**config.mk**
```make
export PLATFORM = sky130hd
export DESIGN_NAME = wdg_top
export DESIGN_NICKNAME = d
export VERILOG_FILES = /design/src/hw/wdg_pkg.sv /design/src/hw/wdg_top.sv /design/src/hw/wdg_ctr.sv
export VERILOG_INCLUDE_DIRS = /design/src /design/src/hw
export SDC_FILE = /design/constraint.sdc
export NUM_CORES = 1
export LEC_CHECK = 0
export BUFFER_PORTS_ARGS = -buffer_cell sky130_fd_sc_hd__buf_2
export CORE_UTILIZATION = 55
export CTS_CLUSTER_DIAMETER = 50
export DETAILED_ROUTE_END_ITERATION = 10
export MAX_ROUTING_LAYER = met4
export PLACE_DENSITY = 0.75
export SYNTH_ARGS = -nofsm -noshare
export SYNTH_HDL_FRONTEND = slang
export SYNTH_SLANG_ARGS = --single-unit
```
**constraint.sdc**
```tcl
create_clock -name SYS_CLK -period 4.08 [get_ports SYS_CLK]
set_clock_uncertainty 0.15 [all_clocks]
set_input_delay 0.816 -clock SYS_CLK [delete_from_list [all_inputs] [get_ports SYS_CLK]]
set_output_delay 0.816 -clock SYS_CLK [all_outputs]
set_load 0.05 [all_outputs]
```
**src/hw/wdg_map.svh**
```systemverilog
`ifndef WDG_MAP_SVH
`define WDG_MAP_SVH

// mode register layout
`define WDG_MODE_RST      8'h67
`define WDG_MODE_TOP_HI   7
`define WDG_MODE_TOP_LO   5
`define WDG_MODE_TOP_VAL  3'h3
`define WDG_MODE_STOP_BIT 4
`define WDG_MODE_SEL_HI   2
`define WDG_MODE_SEL_LO   0

// service register codes
`define WDG_KEY_SERVICE   8'hac
`define WDG_KEY_READBACK  8'h9a

// counter shape and timing
`define WDG_CNT_W         18
`define WDG_TAP_BASE      5'h0a
`define WDG_DIV_LAST      8'h13
`define WDG_OPT_SETTLE    2'h3

// reset cause encoding
`define WDG_CAUSE_NONE    2'h0
`define WDG_CAUSE_OVF     2'h1
`define WDG_CAUSE_ACCESS  2'h2

`endif

```
**src/hw/wdg_pkg.sv**
```systemverilog
`include "wdg_map.svh"

package wdg_pkg;

  typedef logic [`WDG_CNT_W-1:0] wdg_cnt_t;
  typedef logic [7:0]            wdg_byte_t;
  typedef logic [2:0]            wdg_sel_t;

  typedef enum logic [2:0] {
    WS_INIT,
    WS_RUN,
    WS_HOLD,
    WS_OFF,
    WS_FIRE
  } wdg_state_e;

endpackage

```
**src/hw/wdg_top.sv**
```systemverilog
// Contract
// - Every write to the mode register stretches the access by one wait cycle.
// - Upper mode bits are 0,1,1; in the unstoppable option others are ignored.
// - Only one byte write to the mode register is taken; a second one resets.
// - An access fault while the source clock is stopped resets once it runs.
// - Single-bit accesses never alter the mode register; only byte writes do.
// - In the stoppable option the stop bit halts the watchdog for good.
// - Writing anything but the service code to the key register resets.
// - Any single-bit access to the key register resets.
// - The key register always reads a fixed code unlike the service code.
// - In the unstoppable option the counter runs in every state.
// - In the unstoppable option an overflow in stop standby resets.
// - In the stoppable option the counter pauses in halt and stop standby.
// - After standby the counter resumes from its held count and selection.
`timescale 1ns/1ps
`include "wdg_map.svh"

module wdg_top
  import wdg_pkg::*;
(
  input  wire logic      SYS_CLK,
  input  wire logic      RSTN,
  input  wire logic      OPT_UNSTOPPABLE,
  input  wire logic      OSC_RUN,
  input  wire logic      CPU_HALT,
  input  wire logic      CPU_STOP,
  input  wire logic      MODE_WR,
  input  wire logic      MODE_RD,
  input  wire logic      KEY_WR,
  input  wire logic      KEY_RD,
  input  wire logic      BIT_OP,
  input  wire wdg_byte_t WDATA,
  output wdg_byte_t      RDATA,
  output logic           BUS_WAIT,
  output logic           INT_RESET,
  output logic [1:0]     RESET_CAUSE,
  output logic           WDT_ACTIVE
);

  // pin synchronisers, three stages each
  logic       osc_s1;
  logic       osc_s2;
  logic       osc_s3;
  logic       osc_ok;
  logic       opt_s1;
  logic       opt_s2;
  logic       opt_s3;

  // option capture
  logic [1:0] opt_wait;
  logic       opt_done;
  logic       unstoppable;

  // source clock divider
  wdg_byte_t  div_cnt;
  logic       tick;

  // register state
  wdg_byte_t  mode;
  logic       mode_written;
  logic       mode_pend;
  wdg_byte_t  mode_data;
  logic       stopped;
  logic       fault_pend;
  wdg_state_e state;

  // counter
  wdg_cnt_t   count;
  logic       ovf;

  always_ff @(posedge SYS_CLK or negedge RSTN)
  begin
    if (!RSTN)
    begin
      osc_s1 <= 1'b0;
      osc_s2 <= 1'b0;
      osc_s3 <= 1'b0;
      opt_s1 <= 1'b0;
      opt_s2 <= 1'b0;
      opt_s3 <= 1'b0;
    end
    else
    begin
      osc_s1 <= OSC_RUN;
      osc_s2 <= osc_s1;
      osc_s3 <= osc_s2;
      opt_s1 <= OPT_UNSTOPPABLE;
      opt_s2 <= opt_s1;
      opt_s3 <= opt_s2;
    end
  end

  // a level change only counts once the last two stages agree
  wire logic next_osc_ok = (osc_s2 == osc_s3) ? osc_s3 : osc_ok;

  always_ff @(posedge SYS_CLK or negedge RSTN)
  begin
    if (!RSTN)
      osc_ok <= 1'b0;
    else
      osc_ok <= next_osc_ok;
  end

  // option byte is caught after release, once the synchroniser has settled
  wire logic opt_ready   = !opt_done && (opt_wait == `WDG_OPT_SETTLE) &&
                           (opt_s2 == opt_s3);
  wire logic [1:0] next_opt_wait = (opt_wait == `WDG_OPT_SETTLE) ?
                                   opt_wait : opt_wait + 2'h1;

  always_ff @(posedge SYS_CLK or negedge RSTN)
  begin
    if (!RSTN)
    begin
      opt_wait    <= 2'h0;
      opt_done    <= 1'b0;
      unstoppable <= 1'b0;
    end
    else
    begin
      opt_wait <= next_opt_wait;
      if (opt_ready)
      begin
        opt_done    <= 1'b1;
        unstoppable <= opt_s3;
      end
    end
  end

  // bus decode
  wire logic key_good   = KEY_WR && !BIT_OP && (WDATA == `WDG_KEY_SERVICE);
  wire logic key_bad    = KEY_WR && (BIT_OP || WDATA != `WDG_KEY_SERVICE);
  // bit accesses to the mode register are dropped outright
  wire logic mode_byte  = MODE_WR && !BIT_OP;
  wire logic mode_first = mode_byte && !mode_written && !mode_pend;
  wire logic mode_again = mode_byte && (mode_written || mode_pend);
  wire logic access_bad = key_bad || mode_again;

  // the stored value: fixed upper bits when the option forbids stopping
  wire wdg_byte_t mode_fixed = {`WDG_MODE_TOP_VAL,
                                mode_data[`WDG_MODE_STOP_BIT:0]};
  wire wdg_byte_t next_mode  = unstoppable ? mode_fixed : mode_data;
  wire logic      commit     = mode_pend;
  wire logic      stop_req   = commit && !unstoppable &&
                               mode_data[`WDG_MODE_STOP_BIT];

  // one wait cycle on every mode write, the byte lands when it ends
  always_ff @(posedge SYS_CLK or negedge RSTN)
  begin
    if (!RSTN)
      BUS_WAIT <= 1'b0;
    else
      BUS_WAIT <= MODE_WR;
  end

  always_ff @(posedge SYS_CLK or negedge RSTN)
  begin
    if (!RSTN)
    begin
      mode_pend <= 1'b0;
      mode_data <= `WDG_MODE_RST;
    end
    else
    begin
      mode_pend <= mode_first;
      if (mode_first)
        mode_data <= WDATA;
    end
  end

  always_ff @(posedge SYS_CLK or negedge RSTN)
  begin
    if (!RSTN)
    begin
      mode         <= `WDG_MODE_RST;
      mode_written <= 1'b0;
    end
    else if (commit)
    begin
      mode         <= next_mode;
      mode_written <= 1'b1;
    end
  end

  // clearing the stop bit later never revives the counter
  always_ff @(posedge SYS_CLK or negedge RSTN)
  begin
    if (!RSTN)
      stopped <= 1'b0;
    else if (stop_req)
      stopped <= 1'b1;
  end

  // divider runs only while the source oscillator is seen running
  wire logic      div_last    = div_cnt == `WDG_DIV_LAST;
  wire logic      next_tick   = osc_ok && div_last && !key_good;
  wire wdg_byte_t next_div    = (key_good || div_last) ? 8'h00 :
                                osc_ok ? div_cnt + 8'h01 : div_cnt;

  always_ff @(posedge SYS_CLK or negedge RSTN)
  begin
    if (!RSTN)
    begin
      div_cnt <= 8'h00;
      tick    <= 1'b0;
    end
    else
    begin
      div_cnt <= next_div;
      tick    <= next_tick;
    end
  end

  // run state
  wire logic standby = CPU_HALT || CPU_STOP;
  wire logic firing  = ovf || (fault_pend && osc_ok);
  wdg_state_e next_state;

  always_comb
  begin
    next_state = state;
    case (state)
      WS_INIT:
        if (opt_ready)
          next_state = WS_RUN;
      WS_RUN:
        if (firing)
          next_state = WS_FIRE;
        else if (stop_req)
          next_state = WS_OFF;
        else if (!unstoppable && standby)
          next_state = WS_HOLD;
      WS_HOLD:
        if (firing)
          next_state = WS_FIRE;
        else if (stop_req)
          next_state = WS_OFF;
        else if (!standby)
          next_state = WS_RUN;
      WS_OFF:
        if (firing)
          next_state = WS_FIRE;
      WS_FIRE:
        next_state = WS_FIRE;
      default:
        next_state = WS_INIT;
    endcase
  end

  always_ff @(posedge SYS_CLK or negedge RSTN)
  begin
    if (!RSTN)
      state <= WS_INIT;
    else
      state <= next_state;
  end

  // unstoppable: once out of WS_INIT only the oscillator gates the count, standby included
  wire logic cnt_run = unstoppable ? (state != WS_INIT) :
                       (state == WS_RUN) && !standby;

  // the count and selection are held, not cleared, across standby
  wdg_ctr u_ctr
  (
    .clk   (SYS_CLK),
    .rstn  (RSTN),
    .tick  (tick),
    .run   (cnt_run),
    .clr   (key_good),
    .sel   (mode[`WDG_MODE_SEL_HI:`WDG_MODE_SEL_LO]),
    .count (count),
    .ovf   (ovf)
  );

  // a bad access with the source clock stopped waits for it to run again
  wire logic next_fault_pend = fault_pend || access_bad;

  always_ff @(posedge SYS_CLK or negedge RSTN)
  begin
    if (!RSTN)
      fault_pend <= 1'b0;
    else
      fault_pend <= next_fault_pend;
  end

  // the reset level is sticky; the system reset that follows clears it
  wire logic       fire_access = fault_pend && osc_ok;
  wire logic       fire_now    = (ovf || fire_access) && !INT_RESET;
  wire logic [1:0] next_cause  = ovf ? `WDG_CAUSE_OVF : `WDG_CAUSE_ACCESS;

  always_ff @(posedge SYS_CLK or negedge RSTN)
  begin
    if (!RSTN)
    begin
      INT_RESET   <= 1'b0;
      RESET_CAUSE <= `WDG_CAUSE_NONE;
    end
    else if (fire_now)
    begin
      INT_RESET   <= 1'b1;
      RESET_CAUSE <= next_cause;
    end
  end

  // read port
  wire wdg_byte_t next_rdata = KEY_RD ? `WDG_KEY_READBACK :
                               MODE_RD ? mode : RDATA;

  always_ff @(posedge SYS_CLK or negedge RSTN)
  begin
    if (!RSTN)
    begin
      RDATA      <= 8'h00;
      WDT_ACTIVE <= 1'b0;
    end
    else
    begin
      RDATA      <= next_rdata;
      WDT_ACTIVE <= cnt_run && !stopped;
    end
  end

endmodule // wdg_top

```
**src/hw/wdg_ctr.sv**
```systemverilog
`timescale 1ns/1ps
`include "wdg_map.svh"

module wdg_ctr
  import wdg_pkg::*;
(
  input  wire logic     clk,
  input  wire logic     rstn,
  input  wire logic     tick,
  input  wire logic     run,
  input  wire logic     clr,
  input  wire wdg_sel_t sel,
  output wdg_cnt_t      count,
  output logic          ovf
);

  wire logic [4:0] tap      = `WDG_TAP_BASE + {2'h0, sel};
  wire wdg_cnt_t   mask     = ~({`WDG_CNT_W{1'b1}} << tap);
  wire logic       at_limit = (count & mask) == mask;
  wire logic       step     = tick && run;
  // clear beats overflow so a service on the last tick still saves the system
  wire wdg_cnt_t   next_count = clr ? '0 :
                                step ? (at_limit ? '0 : count + 18'h1) :
                                count;
  wire logic       next_ovf = !clr && step && at_limit;

  always_ff @(posedge clk or negedge rstn)
  begin
    if (!rstn)
    begin
      count <= '0;
      ovf   <= 1'b0;
    end
    else
    begin
      count <= next_count;
      ovf   <= next_ovf;
    end
  end

endmodule // wdg_ctr

```
After elaboration in Yosys (flattened, before gate mapping)
Index checks and enable logic that the tools add are counted.
{"block": "totals", "reg_bits": 75, "out_inout_bits": 13, "wordCells": 110}
{"block": "classes", "addsub": 4, "n_eq_ne": 15, "n_shift": 1, "n_mux": 19, "n_bitwise": 2, "reduce_logical": 43}
{"cell": "18-bit two-way mux", "n": 3}
{"cell": "8-bit two-way mux", "n": 5}
{"cell": "3-bit two-way mux", "n": 8}
{"cell": "1-bit logical AND", "n": 21}
{"cell": "18-bit by 1-bit adder with 18-bit output, second input constant", "n": 1}
{"cell": "18-bit bitwise AND", "n": 1}
{"cell": "18-bit == test", "n": 1}
{"cell": "18-bit inverter", "n": 1}
{"cell": "18-bit by 5-bit << shifter with 18-bit output, first input constant", "n": 1}
{"cell": "3-bit case mux with 5 select lines", "n": 1}
{"cell": "1-bit zero test", "n": 9}
{"cell": "8-bit by 1-bit adder with 8-bit output, second input constant", "n": 1}
{"cell": "8-bit by 5-bit == test with 1-bit output, second input constant", "n": 1}
{"cell": "8-bit == test, second input constant", "n": 1}
{"cell": "4-bit inequality test, second input constant", "n": 2}
{"cell": "8-bit inequality test, second input constant", "n": 1}
{"cell": "1-bit logical OR", "n": 7}
{"cell": "3-bit by 2-bit == test with 1-bit output, second input constant", "n": 2}
{"cell": "2-bit nonzero test", "n": 3}
{"cell": "4-bit by 3-bit adder with 5-bit output, first input constant", "n": 1}
{"cell": "2-bit inequality test, second input constant", "n": 2}
{"cell": "4-bit AND reduction", "n": 1}
{"cell": "3-bit by 1-bit == test with 1-bit output, second input constant", "n": 1}
{"cell": "3-bit == test, second input constant", "n": 1}
{"cell": "7 further kinds", "n": 8}

Longest topological paths before layout
{"block": "logic_depth", "word_depth": 8, "mapped_depth": 9}

Cells and area by module
A second synthesis with hierarchy kept.
{"block": "hier_totals", "cells_unflattened": 325, "area_unflattened_um2": 3621.0}
{"mod": "wdg_top", "n_inst": 1, "cells_per_inst": 183, "area_per_inst_um2": 2338.5, "seq_area_each_um2": 1413.9}
{"mod": "wdg_ctr", "n_inst": 1, "cells_per_inst": 142, "area_per_inst_um2": 1282.5, "seq_area_each_um2": 475.5}

Worst setup path after synthesis
Ideal clock, no wire load.
{"block": "synth_path", "path_type": "register -> register", "startpoint": "reg mode[1]", "endpoint": "reg u_ctr.count[15]", "arrival_ns": 2.204, "t_required_ns": 3.804, "setup_slack_ns": 1.600, "path_stages_with_launch": 9, "path_cell_list": "dfstp_2 -> inv_1 -> ha_1 -> nor4b_1 -> o21bai_1 -> a2111oi_4 -> a21oi_4 -> and3_1 -> a221o_1"}
{"block": "synth_via", "elab_chain_cells": 8}
{"element": "start, declared", "line": "wdg_top.sv:59", "text": "wdg_byte_t mode;"}
{"element": "start signal, assigned", "line": "wdg_top.sv:174", "text": "mode <= `WDG_MODE_RST;"}
{"element": "start signal, assigned", "line": "wdg_top.sv:179", "text": "mode <= next_mode;"}
{"element": "4-bit by 3-bit adder with 5-bit output (no source line) *"}
{"element": "18-bit by 5-bit << shifter with 18-bit output *", "line": "wdg_ctr.sv:18", "text": "wire wdg_cnt_t mask = ~({`WDG_CNT_W{1'b1}} << tap);"}
{"element": "18-bit inverter *", "line": "wdg_ctr.sv:18"}
{"element": "18-bit bitwise AND", "line": "wdg_ctr.sv:19", "text": "wire logic at_limit = (count & mask) == mask;"}
{"element": "18-bit == test *", "line": "wdg_ctr.sv:19"}
{"element": "18-bit two-way mux * (2 in a row)", "line": "wdg_ctr.sv:23", "text": "step ? (at_limit ? '0 : count + 18'h1) :"}
{"element": "18-bit two-way mux *", "line": "wdg_ctr.sv:22", "text": "wire wdg_cnt_t next_count = clr ? '0 :"}
{"element": "end signal, assigned", "line": "wdg_ctr.sv:36", "text": "count <= next_count;"}
{"element": "end, declared", "line": "wdg_ctr.sv:13", "text": "output wdg_cnt_t count,"}
Every way passes the cells marked *; elsewhere a longest branch is shown, timed or not. The select of a mux whose other input is x is not followed.
A chain may end at the register's enable or synchronous reset.

Worst setup path after layout
Ends and elaborated chain as after synthesis.

==> reports/qor.tcl <==
set qor(status) {completed}
set qor(mappedNetlistArea_um2) 3400
set qor(grtUsageTotal_pct) 23.4
set qor(post_synth_edffs) 0
set qor(utilization_pct) 64.3
set qor(numPortBuffers) 31
set qor(final.period_utilization_pct) 69.4
set qor(area_added_between_synthesis_and_finish_pct) 12.7
set qor(cts_tree) {yes}
set qor(critical_path_peak_fanout) 27
set qor(holdCritStartpoint) {opt_s1$_DFF_PN0_}
set qor(worst_ep_arrival_time_ns) 2.90
set qor(cts_buffers) 9
set qor(ys_seq_area_share_pct) 54.9
set qor(cp.required_ns) 4.15
set qor(rsz0062_at_grt) {no}
set qor(cap_viol_max_count) 0
set qor(clk_transition_reported_paths_ns) 0.08
set qor(count_of_final_max_slew_check_failures) 0
set qor(detailedRoute.firstIterationViolations) 153
set qor(path_class) {reg2reg}
set qor(io_pins) 32
set qor(starting_density_pct) 57.1
set qor(worstReg2RegStart) {mode[1]$_DFFE_PN1P_}
set qor(worstHoldPathType) {reg2reg}
set qor(layout.cells.non_filler) 421
set qor(antenna-diode-count) 0
set qor(worst_skew_pair_latency_ns) 0.34
set qor(yosys_register_bits) 74
set qor(totalPowerFinal_mw) 2.16
set qor(cts-root-buf) {clkbuf_8}
set qor(numPlacedInstances) 405
set qor(async_reset_ff_share_pct) 100
set qor(timing.fmax_mhz) 353
set qor(static-leakage-power_nw) 1.71
set qor(hold_buffers) 0
set qor(dp_hpwl_mm) 4.43
set qor(final.setup.tns_ns) 0
set qor(yosysWarningCount) 0
set qor(fin_crit_ns) 2.83
set qor(antenna_found_initial) 0
set qor(synth.net_count) 333
set qor(syn-instance-count) 307
set qor(post_cts_repair_resize_count) 0
set qor(critical_path.startpoint_type) {flip-flop}
set qor(design_area_um2) 3830
set qor(detail_route.vias_per_cell) 5.60
set qor(cellPowerDensity_nw_per_um2) 565
set qor(final_antenna_net_count) 0
set qor(core.rowCount) 28
set qor(post_synth_main_area_contributors) {dfrtp_1, dfstp_2, mux2_2}
set qor(rr_worst_depth) 8
set qor(critical_path.endpoint_type) {flip-flop}
set qor(yosys.area.top_type) {dfrtp_1}
set qor(clock_path_buffers) 2
set qor(post_dp_cell_area_um2) 3610
set qor(synth_cell_type_count) 53
set qor(cts_sinks) 74
set qor(drive_gt1_share_pct) 22.5
set qor(timing.reg2reg.setup_slack_ns) 1.25
set qor(rr_endpoint) {u_ctr.count[15]$_DFFE_PN0P_}
set qor(detailroute.via_count) 2357
set qor(core_region_area_um2) 5960
set qor(gp_congestion) 0.832
set qor(grt_pass1_wl_mm) 11.0
set qor(ys_dominant_reg_cell) {dfrtp_1}
set qor(floorplan.die.width_um) 80.6
set qor(relSlewSlack_pct) 41.6
set qor(die_area_um2) 6500
set qor(nets) 367
set qor(max_slew.worst_pin.slew_ns) 0.873
set qor(worstHoldEndpoint) {opt_s2$_DFF_PN0_}
set qor(grt_overflow) 0
set qor(first_pass_iters) 4
set qor(final_wirelength_mm) 6.28
set qor(first_global_vias) 2404
set qor(timing.critical_path.from) {mode[1]$_DFFE_PN1P_}
set qor(largest_net_degree_at_the_start_of_global_routing) 28
set qor(finalSetupViolations) 0
set qor(wl_per_cell_um) 14.9
set qor(syn_area_per_cell_um2) 11.1
set qor(yosysTopAreaCellShare_pct) 47.1
set qor(die-height_um) 80.6
set qor(drc) 0
set qor(post-cts-setup-buffer-count) 0
set qor(cts_max_level) 3
set qor(timing.hold.worst_path_depth) 0
set qor(ir_worst_vdd_mv) 0.329
set qor(finalHoldViolations) 0
==> where the power goes <==
part	leakage, nW	internal, mW	switching (mW)
combinational	0.701	0.201	0.277
sequential	0.900	0.929	0.143
clock	0.107	0.347	0.267
total	1.71	1.48	0.687
==> flip-flops by register name (all words and copies together) (netlist names), 2 cells and up <==
name,count
u_ctr.count,17
mode,8
state,3
mode_data,8
opt_wait,2
div_cnt,8
RDATA,8
RESET_CAUSE,2
==> metal layers <==
| metal | GRT usage, % | vias to the layer above | wire (um) |
|---|---|---|---|
| li1 | - | 1168 | - |
| met1 | 29.1 | 1150 | 3000 |
| met2 | 37.5 | 29 | 3020 |
| met3 | 4.77 | 10 | 153 |
| met4 | 9.11 | 0 | 103 |
| met5 | - | - | 0 |
==> final cells by class <==
| type | count | area [um^2] |
|---|---|---|
| multi-input combinational | 215 | 1450 |
| clock buffer | 10 | 128 |
| tap | 75 | 93.8 |
| inverter | 8 | 30.0 |
| timing repair buffer | 33 | 170 |
| clock inverter | 6 | 90.1 |
| fill | 484 | 2130 |
| sequential | 74 | 1860 |
==> worst max path at each step <==
| stage | endpoint | cells after the start |
|---|---|---|
| finish | u_ctr.count[15]$_DFFE_PN0P_ | 8 |
| global route | u_ctr.count[15]$_DFFE_PN0P_ | 8 |
| CTS | u_ctr.count[15]$_DFFE_PN0P_ | 8 |
| detailed placement | u_ctr.count[15]$_DFFE_PN0P_ | 7 |
| global placement | u_ctr.count[15]$_DFFE_PN0P_ | 5 |
| floorplan | u_ctr.count[15]$_DFFE_PN0P_ | 8 |
==> kinds of logic (layout without fill, tap and decap cells) <==
group	count (synthesis)	in the layout	share of synthesized area, %
AND/OR/NAND/NOR	119	119	18.4
flip-flops	74	74	54.9
buffers and inverters	18	57	2.39
XOR/XNOR	9	9	2.32
adder cells (fa/ha/maj)	8	8	2.87
AO/OA/AOI/OAI	54	54	11.3
multiplexers	25	25	7.84
==> per-stage QoR <==
stage / hold WS, ns / worst slack [ns]
6_report: 0.205 / 1.25
3_3_place_gp: 0.185 / 1.28
4_1_cts: 0.209 / 1.25
5_1_grt: 0.221 / 1.10
2_1_floorplan: 0.181 / 1.60
3_5_place_dp: 0.189 / 1.21
==> worst max-delay path: stages, from the launching register on <==
cell and delay (ns):
dfstp_2 0.57, inv_1 0.08, ha_1 0.35, nor4b_1 0.30, o21bai_1 0.15, a2111oi_4 0.38
a21oi_4 0.24, and3_1 0.23, a221o_1 0.26
==> cell usage after synthesis (all sizes together), types with 6 or more instances <==
library cell	count
a21oi	17
dfrtp	64
dfstp	10
ha	7
inv	8
mux2	13
mux2i	12
nand2	24
nand2b	6
nand3	14
nand4	7
nor2	27
nor2b	8
nor3	9
o21ai	11
==> cells in the final DEF (no fill, tap or decap), types with 4 or more instances in the layout <==
cell and count:
nand3_1 14, nand3b_1 4, clkbuf_8 9, a21o_1 4
nor2b_1 8, buf_2 31, xnor2_1 4, a211o_1 4
nand4_1 6, mux2i_1 12, dfstp_2 10, nand2_1 24
o21ai_0 8, mux2_2 13, a21oi_1 16, nand2b_1 5
and3_1 5, nor3_1 9, dfrtp_1 64, inv_1 8
nor2_1 27, ha_1 7, xor2_1 5
Power figures use the tool's default switching activity.
